$ cat src/pkg/sbc_pkg.sv
package sbc_pkg;

  // ***********************************************
  // Bus constants
  // ***********************************************
  localparam logic [7:0] SLAVE_ADDR_BYTE = 8'hd2;
  localparam logic [2:0] CMD_BYTE_OP = 3'h4;
  localparam logic [3:0] BITS_PER_BYTE = 4'h8;

  // ***********************************************
  // Configuration bytes
  // ***********************************************
  localparam logic [4:0] FREQ_SEL_IDX = 5'h00;
  localparam logic [4:0] SPREAD_CPU_IDX = 5'h01;
  localparam logic [7:0] FREQ_SEL_RST = 8'h00;
  localparam logic [7:0] SPREAD_CPU_RST = 8'h0f;
  localparam logic [7:0] FREQ_SEL_MASK = 8'h7e;
  localparam logic [7:0] SPREAD_CPU_MASK = 8'h7f;
  localparam int FREQ_SOURCE_BIT = 3;
  localparam int FREERUN_CTL_BIT = 0;
  localparam int SPREAD_LSB = 4;
  localparam int PAIR_EN_LSB = 1;

  typedef enum logic [3:0] {
    ST_IDLE = 4'h0,
    ST_ADDR = 4'h1,
    ST_ADDR_ACK = 4'h2,
    ST_CMD = 4'h3,
    ST_CMD_ACK = 4'h4,
    ST_WDATA = 4'h5,
    ST_WDATA_ACK = 4'h6,
    ST_RDATA = 4'h7,
    ST_HOST_ACK = 4'h8
  } sbc_state_t;

  typedef struct packed {
    logic start;
    logic stop;
    logic rise;
    logic fall;
    logic sda;
  } sbc_bus_ev_t;

  typedef struct packed {
    logic [4:0] freq_code;
    logic [2:0] spread_select;
    logic cpu_pair_two_enable;
    logic cpu_pair_one_enable;
    logic cpu_pair_zero_enable;
    logic freerun_pair_enable;
  } sbc_clk_ctrl_t;

endpackage

$ cat src/logic/sbc_bus_cond.sv
`timescale 1ns/1ps

// Turns the sampled bus lines into one-cycle start, stop and edge events.
module sbc_bus_cond (
  clk,
  reset,
  clk_en,
  scl_in,
  sda_in,
  bus_ev
);
  input wire logic clk;
  input wire logic reset;
  input wire logic clk_en;
  input wire logic scl_in;
  input wire logic sda_in;
  output sbc_pkg::sbc_bus_ev_t bus_ev;

  typedef struct packed {
    logic scl_p;
    logic sda_p;
    sbc_pkg::sbc_bus_ev_t ev;
  } sbc_cond_st_t;

  sbc_cond_st_t s_q;
  sbc_cond_st_t s_d;

  always_comb begin
    s_d = s_q;
    s_d.scl_p = scl_in;
    s_d.sda_p = sda_in;
    s_d.ev.start = scl_in & s_q.scl_p & s_q.sda_p & ~sda_in;
    s_d.ev.stop = scl_in & s_q.scl_p & ~s_q.sda_p & sda_in;
    s_d.ev.rise = scl_in & ~s_q.scl_p;
    s_d.ev.fall = ~scl_in & s_q.scl_p;
    s_d.ev.sda = sda_in;
  end

  always_ff @(posedge clk or posedge reset) begin
    if (reset) begin
      s_q <= '{scl_p: 1'b1, sda_p: 1'b1, ev: '{sda: 1'b1, default: 1'b0}};
    end else if (clk_en) begin
      s_q <= s_d;
    end
  end

  assign bus_ev = s_q.ev;

endmodule

$ cat src/logic/sbc_smbus_cfg.sv
`timescale 1ns/1ps

// Overview of operation
// - A transaction opens with a start, a seven-bit address and write bit, all acknowledged.
// - A command byte of form 100xxxxx is acknowledged and its low five bits pick the byte.
// - A byte write takes one acknowledged data byte into the indexed byte, then a stop.
// - A byte read repeats start, acknowledges the read address and shifts out the byte.
// - Byte zero bits 6..4 are select bits 2..0 and bits 2..1 are select bits 4..3, reset 0.
// - Byte zero bit 3 picks strap pins when 0 and software select bits when 1, reset 0.
// - With byte one bit 0 at 1, its reset value, the free-running pair always runs.
// - With byte one bit 0 at 0, the free-running pair stops while the CPU stop input is low.
// - Only the address byte 11010010 with direction in bit 0 is answered.
// - Command bits 7..5 at 100 mean a byte operation; bit 7 at 0, a block operation, is not answered.
module sbc_smbus_cfg #(
  parameter logic [7:0] SLAVE_ADDR = sbc_pkg::SLAVE_ADDR_BYTE
) (
  clk,
  reset,
  clk_en,
  scl_in,
  sda_in,
  sda_out,
  sda_oe,
  strap_freq_code,
  cpu_stop_n,
  clk_ctrl
);
  input wire logic clk;
  input wire logic reset;
  input wire logic clk_en;
  input wire logic scl_in;
  input wire logic sda_in;
  output logic sda_out;
  output logic sda_oe;
  input wire logic [4:0] strap_freq_code;
  input wire logic cpu_stop_n;
  output sbc_pkg::sbc_clk_ctrl_t clk_ctrl;

  if (SLAVE_ADDR[0] != 1'b0) begin : g_addr_check
    $error("Slave address byte must carry a zero direction bit.");
  end

  // ***********************************************
  // Helpers
  // ***********************************************
  function automatic logic [4:0] sw_freq(input logic [7:0] b0);
    sw_freq = {b0[2], b0[1], b0[6], b0[5], b0[4]};
  endfunction

  function automatic logic [7:0] read_byte(input logic [4:0] idx, input logic [7:0] b0,
                                           input logic [7:0] b1);
    read_byte = 8'h00;
    if (idx == sbc_pkg::FREQ_SEL_IDX) begin
      read_byte = b0;
    end else if (idx == sbc_pkg::SPREAD_CPU_IDX) begin
      read_byte = b1;
    end
  endfunction

  typedef struct packed {
    sbc_pkg::sbc_state_t st;
    logic [3:0] cnt;
    logic [7:0] sh;
    logic [4:0] idx;
    logic rd;
    logic oe;
    logic sda_o;
    logic [7:0] b0;
    logic [7:0] b1;
    sbc_pkg::sbc_clk_ctrl_t ctrl;
  } sbc_cfg_st_t;

  sbc_cfg_st_t s_q;
  sbc_cfg_st_t s_d;
  sbc_pkg::sbc_bus_ev_t ev;
  logic [7:0] rd_byte;
  logic byte_done;

  sbc_bus_cond u_cond (
    .clk(clk),
    .reset(reset),
    .clk_en(clk_en),
    .scl_in(scl_in),
    .sda_in(sda_in),
    .bus_ev(ev)
  );

  assign rd_byte = read_byte(s_q.idx, s_q.b0, s_q.b1);
  assign byte_done = ev.fall && (s_q.cnt == sbc_pkg::BITS_PER_BYTE);

  // ***********************************************
  // Protocol engine
  // ***********************************************
  always_comb begin
    s_d = s_q;
    if (ev.start) begin
      s_d.st = sbc_pkg::ST_ADDR;
      s_d.cnt = 4'h0;
      s_d.oe = 1'b0;
    end else if (ev.stop) begin
      s_d.st = sbc_pkg::ST_IDLE;
      s_d.oe = 1'b0;
    end else if (ev.rise) begin
      if (s_q.st == sbc_pkg::ST_ADDR || s_q.st == sbc_pkg::ST_CMD ||
          s_q.st == sbc_pkg::ST_WDATA || s_q.st == sbc_pkg::ST_RDATA) begin
        s_d.sh = {s_q.sh[6:0], ev.sda};
        s_d.cnt = s_q.cnt + 4'h1;
      end
      if (s_q.st == sbc_pkg::ST_RDATA) begin
        s_d.sh = s_q.sh;
      end
    end else if (ev.fall) begin
      unique case (s_q.st)
        sbc_pkg::ST_IDLE: begin
          s_d.oe = 1'b0;
        end
        sbc_pkg::ST_ADDR: begin
          if (byte_done) begin
            if (s_q.sh[7:1] == SLAVE_ADDR[7:1]) begin
              s_d.st = sbc_pkg::ST_ADDR_ACK;
              s_d.rd = s_q.sh[0];
              s_d.oe = 1'b1;
            end else begin
              s_d.st = sbc_pkg::ST_IDLE;
            end
          end
        end
        sbc_pkg::ST_ADDR_ACK: begin
          s_d.cnt = 4'h0;
          if (s_q.rd) begin
            s_d.st = sbc_pkg::ST_RDATA;
            s_d.sh = rd_byte;
            s_d.oe = ~rd_byte[7];
          end else begin
            s_d.st = sbc_pkg::ST_CMD;
            s_d.oe = 1'b0;
          end
        end
        sbc_pkg::ST_CMD: begin
          if (byte_done) begin
            if (s_q.sh[7:5] == sbc_pkg::CMD_BYTE_OP) begin
              s_d.st = sbc_pkg::ST_CMD_ACK;
              s_d.idx = s_q.sh[4:0];
              s_d.oe = 1'b1;
            end else begin
              s_d.st = sbc_pkg::ST_IDLE;
            end
          end
        end
        sbc_pkg::ST_CMD_ACK: begin
          s_d.st = sbc_pkg::ST_WDATA;
          s_d.cnt = 4'h0;
          s_d.oe = 1'b0;
        end
        sbc_pkg::ST_WDATA: begin
          if (byte_done) begin
            s_d.st = sbc_pkg::ST_WDATA_ACK;
            s_d.oe = 1'b1;
            if (s_q.idx == sbc_pkg::FREQ_SEL_IDX) begin
              s_d.b0 = s_q.sh & sbc_pkg::FREQ_SEL_MASK;
            end else if (s_q.idx == sbc_pkg::SPREAD_CPU_IDX) begin
              s_d.b1 = s_q.sh & sbc_pkg::SPREAD_CPU_MASK;
            end
          end
        end
        sbc_pkg::ST_WDATA_ACK: begin
          s_d.st = sbc_pkg::ST_IDLE;
          s_d.oe = 1'b0;
        end
        sbc_pkg::ST_RDATA: begin
          if (byte_done) begin
            s_d.st = sbc_pkg::ST_HOST_ACK;
            s_d.oe = 1'b0;
          end else begin
            s_d.sh = {s_q.sh[6:0], 1'b0};
            s_d.oe = ~s_q.sh[6];
          end
        end
        sbc_pkg::ST_HOST_ACK: begin
          s_d.st = sbc_pkg::ST_IDLE;
          s_d.oe = 1'b0;
        end
        default: begin
          s_d.st = sbc_pkg::ST_IDLE;
          s_d.oe = 1'b0;
        end
      endcase
    end
    s_d.ctrl.freq_code = s_q.b0[sbc_pkg::FREQ_SOURCE_BIT] ? sw_freq(s_q.b0) : strap_freq_code;
    s_d.ctrl.spread_select = s_q.b1[sbc_pkg::SPREAD_LSB+:3];
    {s_d.ctrl.cpu_pair_two_enable, s_d.ctrl.cpu_pair_one_enable,
     s_d.ctrl.cpu_pair_zero_enable} = s_q.b1[sbc_pkg::PAIR_EN_LSB+:3];
    s_d.ctrl.freerun_pair_enable = s_q.b1[sbc_pkg::FREERUN_CTL_BIT] | cpu_stop_n;
  end

  always_ff @(posedge clk or posedge reset) begin
    if (reset) begin
      s_q <= '{st: sbc_pkg::ST_IDLE, cnt: 4'h0, sh: 8'h00, idx: 5'h00, rd: 1'b0,
               oe: 1'b0, sda_o: 1'b0, b0: sbc_pkg::FREQ_SEL_RST,
               b1: sbc_pkg::SPREAD_CPU_RST,
               ctrl: '{freq_code: 5'h00, spread_select: 3'h0, default: 1'b1}};
    end else if (clk_en) begin
      s_q <= s_d;
    end
  end

  assign sda_out = s_q.sda_o;
  assign sda_oe = s_q.oe;
  assign clk_ctrl = s_q.ctrl;
endmodule

$ cat config.mk
export PLATFORM = sky130hd
export DESIGN_NAME = sbc_smbus_cfg
export DESIGN_NICKNAME = d
export VERILOG_FILES = /design/src/pkg/sbc_pkg.sv /design/src/logic/sbc_bus_cond.sv /design/src/logic/sbc_smbus_cfg.sv
export SDC_FILE = /design/constraint.sdc
export NUM_CORES = 1
export LEC_CHECK = 0
export ABC_AREA = 1
export ABC_CLOCK_PERIOD_IN_PS = 2150
export CAP_MARGIN = 40
export CORE_ASPECT_RATIO = 0.5
export CORE_UTILIZATION = 60
export DETAILED_ROUTE_END_ITERATION = 10
export DONT_BUFFER_PORTS = 1
export HOLD_SLACK_MARGIN = 0.03
export PLACE_DENSITY = 0.74
export SLEW_MARGIN = 20
export SYNTH_ARGS = -nofsm -noshare
export SYNTH_HDL_FRONTEND = slang
export SYNTH_SLANG_ARGS = --single-unit
$ cat constraint.sdc
create_clock -name clk -period 2.15 [get_ports clk]
set_clock_uncertainty 0.05 [all_clocks]
set_input_delay 0.215 -clock clk [delete_from_list [all_inputs] [get_ports clk]]
set_output_delay 0.215 -clock clk [all_outputs]
set_load 0.01 [all_outputs]
==> flow_summary.toml, run 1 <==
[synth]
syn_area_per_cell_um2 = 7.62
synth_area_leaders = "dfrtp_1 36%, nand2_1 18%, dfstp_2 8.6%, o21ai_0 5.6%, inv_1 4.6%"
synth-simple-area-share = 0.335
ys_seq_area_frac = 0.449
synth.area.mux_share = 0
syn-num-nets = 412
async_flop_share = 1.00
synth_area_leader_cell = "dfrtp_1"
synth_top_cell_area_share = 0.362
synth-edff-count = 0
synthAdderAreaFrac = 0.00823
synth-xor-area-share = 0
synth_top_family_by_area = "simple AND/OR/NAND/NOR gates"
synth_warnings = 0
synth_ff_type = "dfrtp_1"
synth_compound_area_frac = 0.111
synth_area_um2 = 3040
ys_types = 29
netlist_instances = 399
ys_ff_latch = 54

[finish]
stdcell_count = 462
drive_gt1_frac = 0.129
num_antenna_cells = 0
num-fill-cells = 400
fin_nets = 408
syn2layout_area_growth_pct = 3.75

[global_routing]
grt_overflow_total = 0
grt_pass1_wl_um = 10900
grt_max_degree = 24
grt_usage = 0.274
antenna_found_initial = 0
grt_pass1_vias = 2364

[cts]
cts_buffer_depth = 2
path_clk_slew_ns = 0.10
cts_tree = "done"
htreeDepth = 2
numCtsBuffers = 5
cts_root_buf = "clkbuf_8"
post_cts_buffers = 0
cts_resized = 0
cts_sinks = 54
insertion_delay_ns = 0.31
cts_hold_buf = 5

[die]
rows = 17
start_util = 0.656
ios = 25
fp.coreArea_um2 = 4640
die_h_um = 52.3
fp.dieW_um = 103
die-area_um2 = 5370

[detailed_routing]
final_antenna_net_count = 0
drc_errors = 0
wl_per_cell_um = 14.1
viasPerCell = 5.44
vias = 2515
drt_first_pass_iters = 5
finalWirelength_um = 6510
first_iter_violations = 164

[place]
io_buffers = 0
gp_congestion = 0.979
hpwl_um = 4920
dp.cells = 449

[worst_setup_path]
crit_fanout = 12
crit_path_end_kind = "flop"
cp.required_ns = 2.30
worstSetupStartpointType = "flop"
crit_type = "flop to flop"
cp.arrival_ns = 1.91

[timing]
rsz0062_at_grt = "false"
period_needed_ns = 1.75
setup_tns_ns = 0
finalSetupViolations = 0
max_freq_ghz = 0.570
slew_headroom = 0.516
final_max_slew_viol_count = 0
worst_pin_slew_ns = 0.723
period_share = 0.816
hold_violations = 0

[power]
cellPowerDensity_nw_per_um2 = 652
p_leak_nw = 1.54
ir_drop_uv = 434

[worst_hold_path]
hold_class = "input port to flop"

[status]
status = "finished clean"

[run]
maxCapViolations = 0
==> worst paths after layout <==
check	depth (start not counted)	to	slack, ns	from
max reg2reg	7	s_q[23]$_DFFE_PP0P_	0.40	s_q[45]$_DFFE_PP0P_
max in group asynchronous	3	clk_ctrl[2]$_DFFE_PP1P_	1.03	reset
max	7	s_q[23]$_DFFE_PP0P_	0.40	s_q[45]$_DFFE_PP0P_
min in group asynchronous	2	s_q[41]$_DFFE_PP0P_	0.33	reset
min reg2reg	2	u_cond.s_q[6]$_DFFE_PP1P_	0.44	u_cond.s_q[6]$_DFFE_PP1P_
min	2	u_cond.bus_ev[3]$_DFFE_PP0P_	0.05	scl_in
==> power breakdown <==
group	switching [W]	leakage, nW	internal [W]
logic	0.000214	0.804	0.000114
registers	0.0000873	0.697	0.00108
clock network	0.000329	0.0374	0.000230
==> worst max-delay path, cell delays in order, from the launching register on <==
cell and delay (ns):
dfrtp_1 0.44, inv_1 0.08, ha_1 0.18, nand4_4 0.15, nor2_4 0.22, nand3_2 0.29
nand2_1 0.17, o21ai_2 0.06
==> registers in the layout (all words and copies together), names as in the netlist <==
name           flops
s_d                6
u_cond.s_q         2
u_cond.bus_ev      4
clk_ctrl          12
sda_oe             1
s_q               29
==> layout make-up <==
type	count	area, µm²	share of cell area
multi-input cells	285	1380	0.439
flip-flops and latches	54	1360	0.432
inverters	39	149	0.0472
repair buffers	10	87.6	0.0278
well taps	66	82.6	0.0262
clock buffers	6	72.6	0.0230
clock inverters	2	15.0	0.00476
==> cell usage in the layout (no fill, tap or decap), drive strengths merged, types with 5 or more instances in the layout <==
cell and instances:
buf 5, clkbuf 6, dfstp 10, nor2 32, dlygate4sd3 5, nand2 147
o21ai 47, a21oi 6, dfrtp 44, nand3 22, inv 39, nand4 18
nor3 6
==> cell families after synthesis <==
logic type               after synthesis
other                                  1
AND/OR/NAND/NOR                      226
buffers and inverters                 60
adder cells (fa/ha/maj)                2
AO/OA/AOI/OAI                         56
flip-flops                            54
==> cells in the mapped netlist, types with 2 or more instances <==
library cell	n
o21ai_2	13
ha_1	2
o21ai_0	34
o32ai_1	2
a21oi_1	6
nand2_2	4
dfrtp_1	44
nand3_1	21
clkbuf_1	5
nand4_1	15
nand4_4	3
nand2_1	143
buf_6	2
dfstp_2	10
nor2_1	30
nor3_1	4
buf_4	13
inv_1	37
==> metal layers <==
| layer | vias up | GRT usage | part of all wire |
|---|---|---|---|
| li1 | 1265 | - | - |
| met1 | 1160 | 0.358 | 0.47 |
| met2 | 80 | 0.457 | 0.46 |
| met3 | 10 | 0.0613 | 0.060 |
| met4 | 0 | 0.0857 | 0.011 |
| met5 | - | 0 | 0 |
==> stage by stage <==
step / utilization / instance area (µm²) / total power [W] / hold WS (ns) / setup slack, ns
6_report: 0.680 / 3150 / 0.00206 / 0.0457 / 0.396
5_1_grt: 0.680 / 3150 / 0.00217 / 0.0480 / 0.188
3_5_place_dp: 0.651 / 3020 / 0.00150 / 0.103 / 0.391
2_1_floorplan: - / 3040 / 0.00144 / 0.272 / 0.587
4_1_cts: 0.680 / 3150 / 0.00207 / 0.0376 / 0.392
3_3_place_gp: 0.651 / 3020 / 0.00149 / 0.0970 / 0.446
(Power assumes the default switching activity.)
==> run 2, diff against run 1 <==
--- a/config.mk
+++ b/config.mk
@@ -6,14 +6,14 @@
 export NUM_CORES = 1
 export LEC_CHECK = 0
 export ABC_AREA = 1
-export ABC_CLOCK_PERIOD_IN_PS = 2150
+export ABC_CLOCK_PERIOD_IN_PS = 1600
 export CAP_MARGIN = 40
 export CORE_ASPECT_RATIO = 0.5
-export CORE_UTILIZATION = 60
+export CORE_UTILIZATION = 57
 export DETAILED_ROUTE_END_ITERATION = 10
 export DONT_BUFFER_PORTS = 1
 export HOLD_SLACK_MARGIN = 0.03
-export PLACE_DENSITY = 0.74
+export PLACE_DENSITY = 0.73
 export SLEW_MARGIN = 20
 export SYNTH_ARGS = -nofsm -noshare
 export SYNTH_HDL_FRONTEND = slang
==> constraint.sdc (replaced) <==
create_clock -name clk -period 1.6 [get_ports clk]
set_clock_uncertainty 0.05 [all_clocks]
set_input_delay 0.16 -clock clk [delete_from_list [all_inputs] [get_ports clk]]
set_output_delay 0.16 -clock clk [all_outputs]
set_load 0.01 [all_outputs]
==> run 2 against run 1 <==
First-iteration DRC count rose by 43%. Setup slack lost 0.38 ns. Global-route usage down 0.62 points. Wire length rose by 15%. Combinational power increased by 84%. Count of clock-buffer cells in the layout unchanged. Register-to-register slack worse by 0.38 ns. Clock power rose by 39%. Final cell count is 6.5% higher. Sequential share of layout area is 4.4 points lower. Largest power group unchanged. Via count grew 11%. Critical path type unchanged.
==> flow_summary.toml, run 2 (synthesized netlist as in run 1, its figures left out) <==
[power]
ir_drop_uv = 556
cellPowerDensity_nw_per_um2 = 833
p_leak_nw = 1.72

[detailed_routing]
vias = 2787
finalWirelength_um = 7490
final_antenna_net_count = 0
drt_first_pass_iters = 5
wl_per_cell_um = 15.2
first_iter_violations = 234
viasPerCell = 5.66
drc_errors = 0

[worst_setup_path]
crit_path_end_kind = "flop"
worstSetupStartpointType = "flop"
cp.required_ns = 1.80
crit_type = "flop to flop"
crit_fanout = 6
cp.arrival_ns = 1.78

[finish]
fin_nets = 434
final_common_cell = "nand2_1"
fin_util = 0.703
syn2layout_area_growth_pct = 16.1
max_flop_register = "s_q"
final_cell_mix = "137 x nand2_1, 39 x dfrtp_1, 32 x inv_1"
finalInstanceArea_um2 = 3530
drive_gt1_frac = 0.239
num_antenna_cells = 0
largest_register_ffs = 29

[timing]
worst_pin_slew_ns = 0.735
max_freq_ghz = 0.632
period_needed_ns = 1.58
slew_headroom = 0.509
final_max_slew_viol_count = 0
period_share = 0.990
finalSetupViolations = 0
hold_violations = 0
fin_ws_ns = 0.0165

[cts]
insertion_delay_ns = 0.31
numCtsBuffers = 5
htreeDepth = 2
cts_buffer_depth = 2
cts_root_buf = "clkbuf_8"
cts_sinks = 54
cts_tree = "done"
path_clk_slew_ns = 0.10

[status]
status = "finished clean"

[die]
start_util = 0.605
die-area_um2 = 5650
fp.dieW_um = 105
rows = 18
ios = 25
fp.coreArea_um2 = 5020
die_h_um = 53.6

[global_routing]
grt_pass1_wl_um = 11400
grt_pass1_vias = 2483
grt_usage = 0.268
grt_max_degree = 55
antenna_found_initial = 0
grt_overflow_total = 0

[place]
dp_slack_ns = -0.0742
io_buffers = 0
hpwl_um = 4910
placed_cell_area_um2 = 3170
gp_congestion = 0.946

[worst_hold_path]
hold_class = "input port to flop"

[run]
maxCapViolations = 0
==> run 2: cell count changes in the layout (fill, tap and decap cells not counted), moves of 4 or more <==
cell | previous run | this run
nand2_1 | 143 | 137
inv_1 | 36 | 32
nor2_2 | 1 | 6
nor2_1 | 30 | 23
buf_4 | 5 | 20
nand2_2 | 4 | 8
o21ai_0 | 34 | 30
o21ai_1 | 0 | 4
dfrtp_2 | 0 | 5
dfrtp_1 | 44 | 39
==> run 2: final timing paths <==
kind                                startpoint                         to  slack [ns]  cells after the start
max in group asynchronous                reset  u_cond.s_q[6]$_DFFE_PP1P_        0.90                      3
min in group asynchronous                reset        s_q[47]$_DFFE_PP0P_        0.28                      3
min reg2reg                 s_d[3]$_DFFE_PP1P_    clk_ctrl[3]$_DFFE_PP1P_        0.44                      2
max                        s_q[33]$_DFFE_PP0P_        s_q[24]$_DFFE_PP0P_        0.02                      6
min                                     clk_en        s_q[44]$_DFFE_PP0P_        0.02                      2
max reg2reg                s_q[33]$_DFFE_PP0P_        s_q[24]$_DFFE_PP0P_        0.02                      6
==> run 2: power breakdown <==
part	internal, W	switching, W	total, W
Clock	0.000313	0.000465	0.000778
Combinational	0.000246	0.000359	0.000605
Sequential	0.00146	0.000101	0.00156
==> run 2: routing by layer <==
metal / share of wire / up-vias / wire length, µm / global-route usage
li1: - / 1325 / - / -
met1: 0.43 / 1314 / 3190 / 0.335
met2: 0.46 / 129 / 3480 / 0.455
met3: 0.087 / 19 / 650 / 0.0751
met4: 0.023 / 0 / 174 / 0.101
met5: 0 / - / 0 / 0
==> run 2: final cells by class <==
type | instances | area (µm²)
Fill cell | 394 | 1490
Timing Repair Buffer | 33 | 313
Clock inverter | 2 | 13.8
Multi-Input combinational cell | 288 | 1520
Sequential cell | 54 | 1370
Clock buffer | 6 | 72.6
Tap cell | 70 | 87.6
Inverter | 39 | 151
==> run 2: through the flow <==
step	instances	hold WS (ns)	total power [W]	setup TNS, ns
floorplan	399	0.217	0.00193	0
global placement	469	0.0611	0.00205	0
detailed placement	469	0.0680	0.00207	-0.555
CTS	486	0.0348	0.00287	-0.00820
global route	492	0.0442	0.00310	-0.453
finish	492	0.0209	0.00294	0
==> run 2: critical path, stage by stage (launching register included) <==
cell     delay (ns)
dfrtp_1        0.40
nor2_2         0.17
nand2_2        0.11
buf_4          0.15
nor3_4         0.23
nand3_2        0.23
o21ai_2        0.16
==> run 2: repair_timing <==
action	in CTS	in global routing
endpoints found under the hold margin	72	0
hold buffers	8	0
endpoints found under the setup margin	13	36
cloned	1	2
pin swaps	2	11
buffers inserted	0	4
resized for setup	5	37
==> run 3, diff against run 2 <==
--- a/config.mk
+++ b/config.mk
@@ -9,11 +9,11 @@
 export ABC_CLOCK_PERIOD_IN_PS = 1600
 export CAP_MARGIN = 40
 export CORE_ASPECT_RATIO = 0.5
-export CORE_UTILIZATION = 57
+export CORE_UTILIZATION = 44
 export DETAILED_ROUTE_END_ITERATION = 10
 export DONT_BUFFER_PORTS = 1
 export HOLD_SLACK_MARGIN = 0.03
-export PLACE_DENSITY = 0.73
+export PLACE_DENSITY = 0.59
 export SLEW_MARGIN = 20
 export SYNTH_ARGS = -nofsm -noshare
 export SYNTH_HDL_FRONTEND = slang
==> run 3 against run 2 <==
Critical path depth rose by 2. Maximum frequency rose by 3.5%. Utilization fell by 13 points. Highest routed layer unchanged.
==> flow_summary.toml, run 3 (synthesized netlist as in run 1, its figures left out) <==
[detailed_routing]
drt_first_pass_iters = 4
first_iter_violations = 181
drc_errors = 0
viasPerCell = 5.16
finalWirelength_um = 7180
wl_per_cell_um = 14.1
vias = 2622
final_antenna_net_count = 0

[timing]
max_freq_ghz = 0.654
period_share = 0.956
finalSetupViolations = 0
hold_violations = 0
worst_pin_slew_ns = 0.655
period_needed_ns = 1.53
fin_ws_ns = 0.0705
slew_headroom = 0.562
final_max_slew_viol_count = 0
rsz0062_at_grt = "true"

[worst_setup_path]
crit_fanout = 5
r2r_slack_ns = 0.07
crit_chain = "buf_4 > inv_2 > nand2_4 > nor3_4 > buf_6 > nand4_4 > nand2_1 > nand2_1"
cp.required_ns = 1.74
crit_buf_inv = 3
crit_type = "flop to flop"
cp_top_family = "simple AND/OR/NAND/NOR gates"
cp_slowest_stage_delay_ns = 0.41
crit_slowest_cell = "dfrtp_1"
worstSetupStartpointType = "flop"
path_common_cell = "nand2_1"
cp.arrival_ns = 1.67
crit_path_end_kind = "flop"

[finish]
max_flop_register = "s_q"
stdcell_count = 508
num_antenna_cells = 0
largest_register_ffs = 29
num-fill-cells = 575
final_common_cell = "nand2_1"
final_cell_mix = "136 x nand2_1, 41 x dfrtp_1, 32 x o21ai_0"
fin_nets = 432
syn2layout_area_growth_pct = 20.5
regArea_um2 = 1370
multi_input_area_um2 = 1530
drive_gt1_frac = 0.248

[cts]
insertion_delay_ns = 0.30
cts_buffer_depth = 2
cts_sinks = 54
cts_tree = "done"
numCtsBuffers = 5
path_clk_slew_ns = 0.08
cts_root_buf = "clkbuf_16"
htreeDepth = 2

[die]
start_util = 0.478
fp.coreArea_um2 = 6360
die_h_um = 60.8
rows = 20
fp.dieW_um = 120
die-area_um2 = 7270
ios = 25

[global_routing]
grt_pass1_vias = 2396
grt_max_degree = 55
grt_usage = 0.208
antenna_found_initial = 0
grt_pass1_wl_um = 11700
grt_overflow_total = 0

[worst_hold_path]
hold_class = "input port to flop"

[place]
hpwl_um = 5060
gp_congestion = 0.960
dp_slack_ns = -0.0682
io_buffers = 0
dp.cells = 487

[run]
maxCapViolations = 0

[status]
status = "finished clean"

[power]
cellPowerDensity_nw_per_um2 = 939
ir_drop_uv = 637
p_leak_nw = 1.78
-- run 3: cell count changes in the layout (fill, tap and decap cells not counted), moves of 3 or more --
cell / previous run / this run
nand2_2: 8 / 5
nand2_4: 2 / 6
clkbuf_16: 0 / 6
clkbuf_8: 5 / 0
inv_1: 32 / 29
-- run 3: timing repair --
action	CTS	global route
endpoints found under the hold margin	67	0
setup endpoints to repair	22	36
hold buffers	7	0
setup buffers	1	3
gates cloned	1	1
gates resized for setup	5	43
pin swaps	2	9
-- run 3: layer usage --
| metal | global-route usage | wire [µm] | vias to the layer above |
|---|---|---|---|
| met5 | 0 | 0 | - |
| li1 | - | - | 1320 |
| met4 | 0.0429 | 57 | 0 |
| met3 | 0.0517 | 414 | 8 |
| met2 | 0.349 | 3220 | 72 |
| met1 | 0.279 | 3500 | 1222 |
-- run 3: area by class of cell --
cell class,instances,share of cell area
Clock buffer,5,0.0341
Clock inverter,3,0.0133
Inverter,39,0.0420
Multi-Input combinational cell,286,0.418
Sequential cell,54,0.373
Tap cell,88,0.0300
Timing Repair Buffer,33,0.0895
-- run 3: stage by stage --
stage | hold slack, ns | area (µm²) | power, W | TNS, ns | util
finish | 0.0303 | 3660 | 0.00344 | 0 | 0.577
global route | 0.0394 | 3660 | 0.00362 | -0.111 | 0.577
CTS | 0.0303 | 3490 | 0.00341 | 0 | 0.549
detailed placement | 0.0721 | 3190 | 0.00209 | -0.644 | 0.502
global placement | 0.0654 | 3190 | 0.00208 | -0.128 | 0.502
floorplan | 0.217 | 3040 | 0.00193 | 0 | -
-- run 3: path summary, 6_finish.rpt --
kind                                         startpoint                      end  depth (start not counted)
max in group asynchronous                         reset  clk_ctrl[0]$_DFFE_PP1P_                          3
max                        u_cond.bus_ev[3]$_DFFE_PP0P_      s_q[40]$_DFFE_PP0P_                          8
min                                  strap_freq_code[0]  clk_ctrl[7]$_DFFE_PP0P_                          2
min reg2reg                         s_q[34]$_DFFE_PP0P_      s_q[34]$_DFFE_PP0P_                          2
min in group asynchronous                         reset      s_q[44]$_DFFE_PP0P_                          3
max reg2reg                u_cond.bus_ev[3]$_DFFE_PP0P_      s_q[40]$_DFFE_PP0P_                          8
-- run 3: power breakdown --
group          switching, W  internal, W
clock network      0.000533     0.000750
logic              0.000350     0.000250
registers          0.000106      0.00145
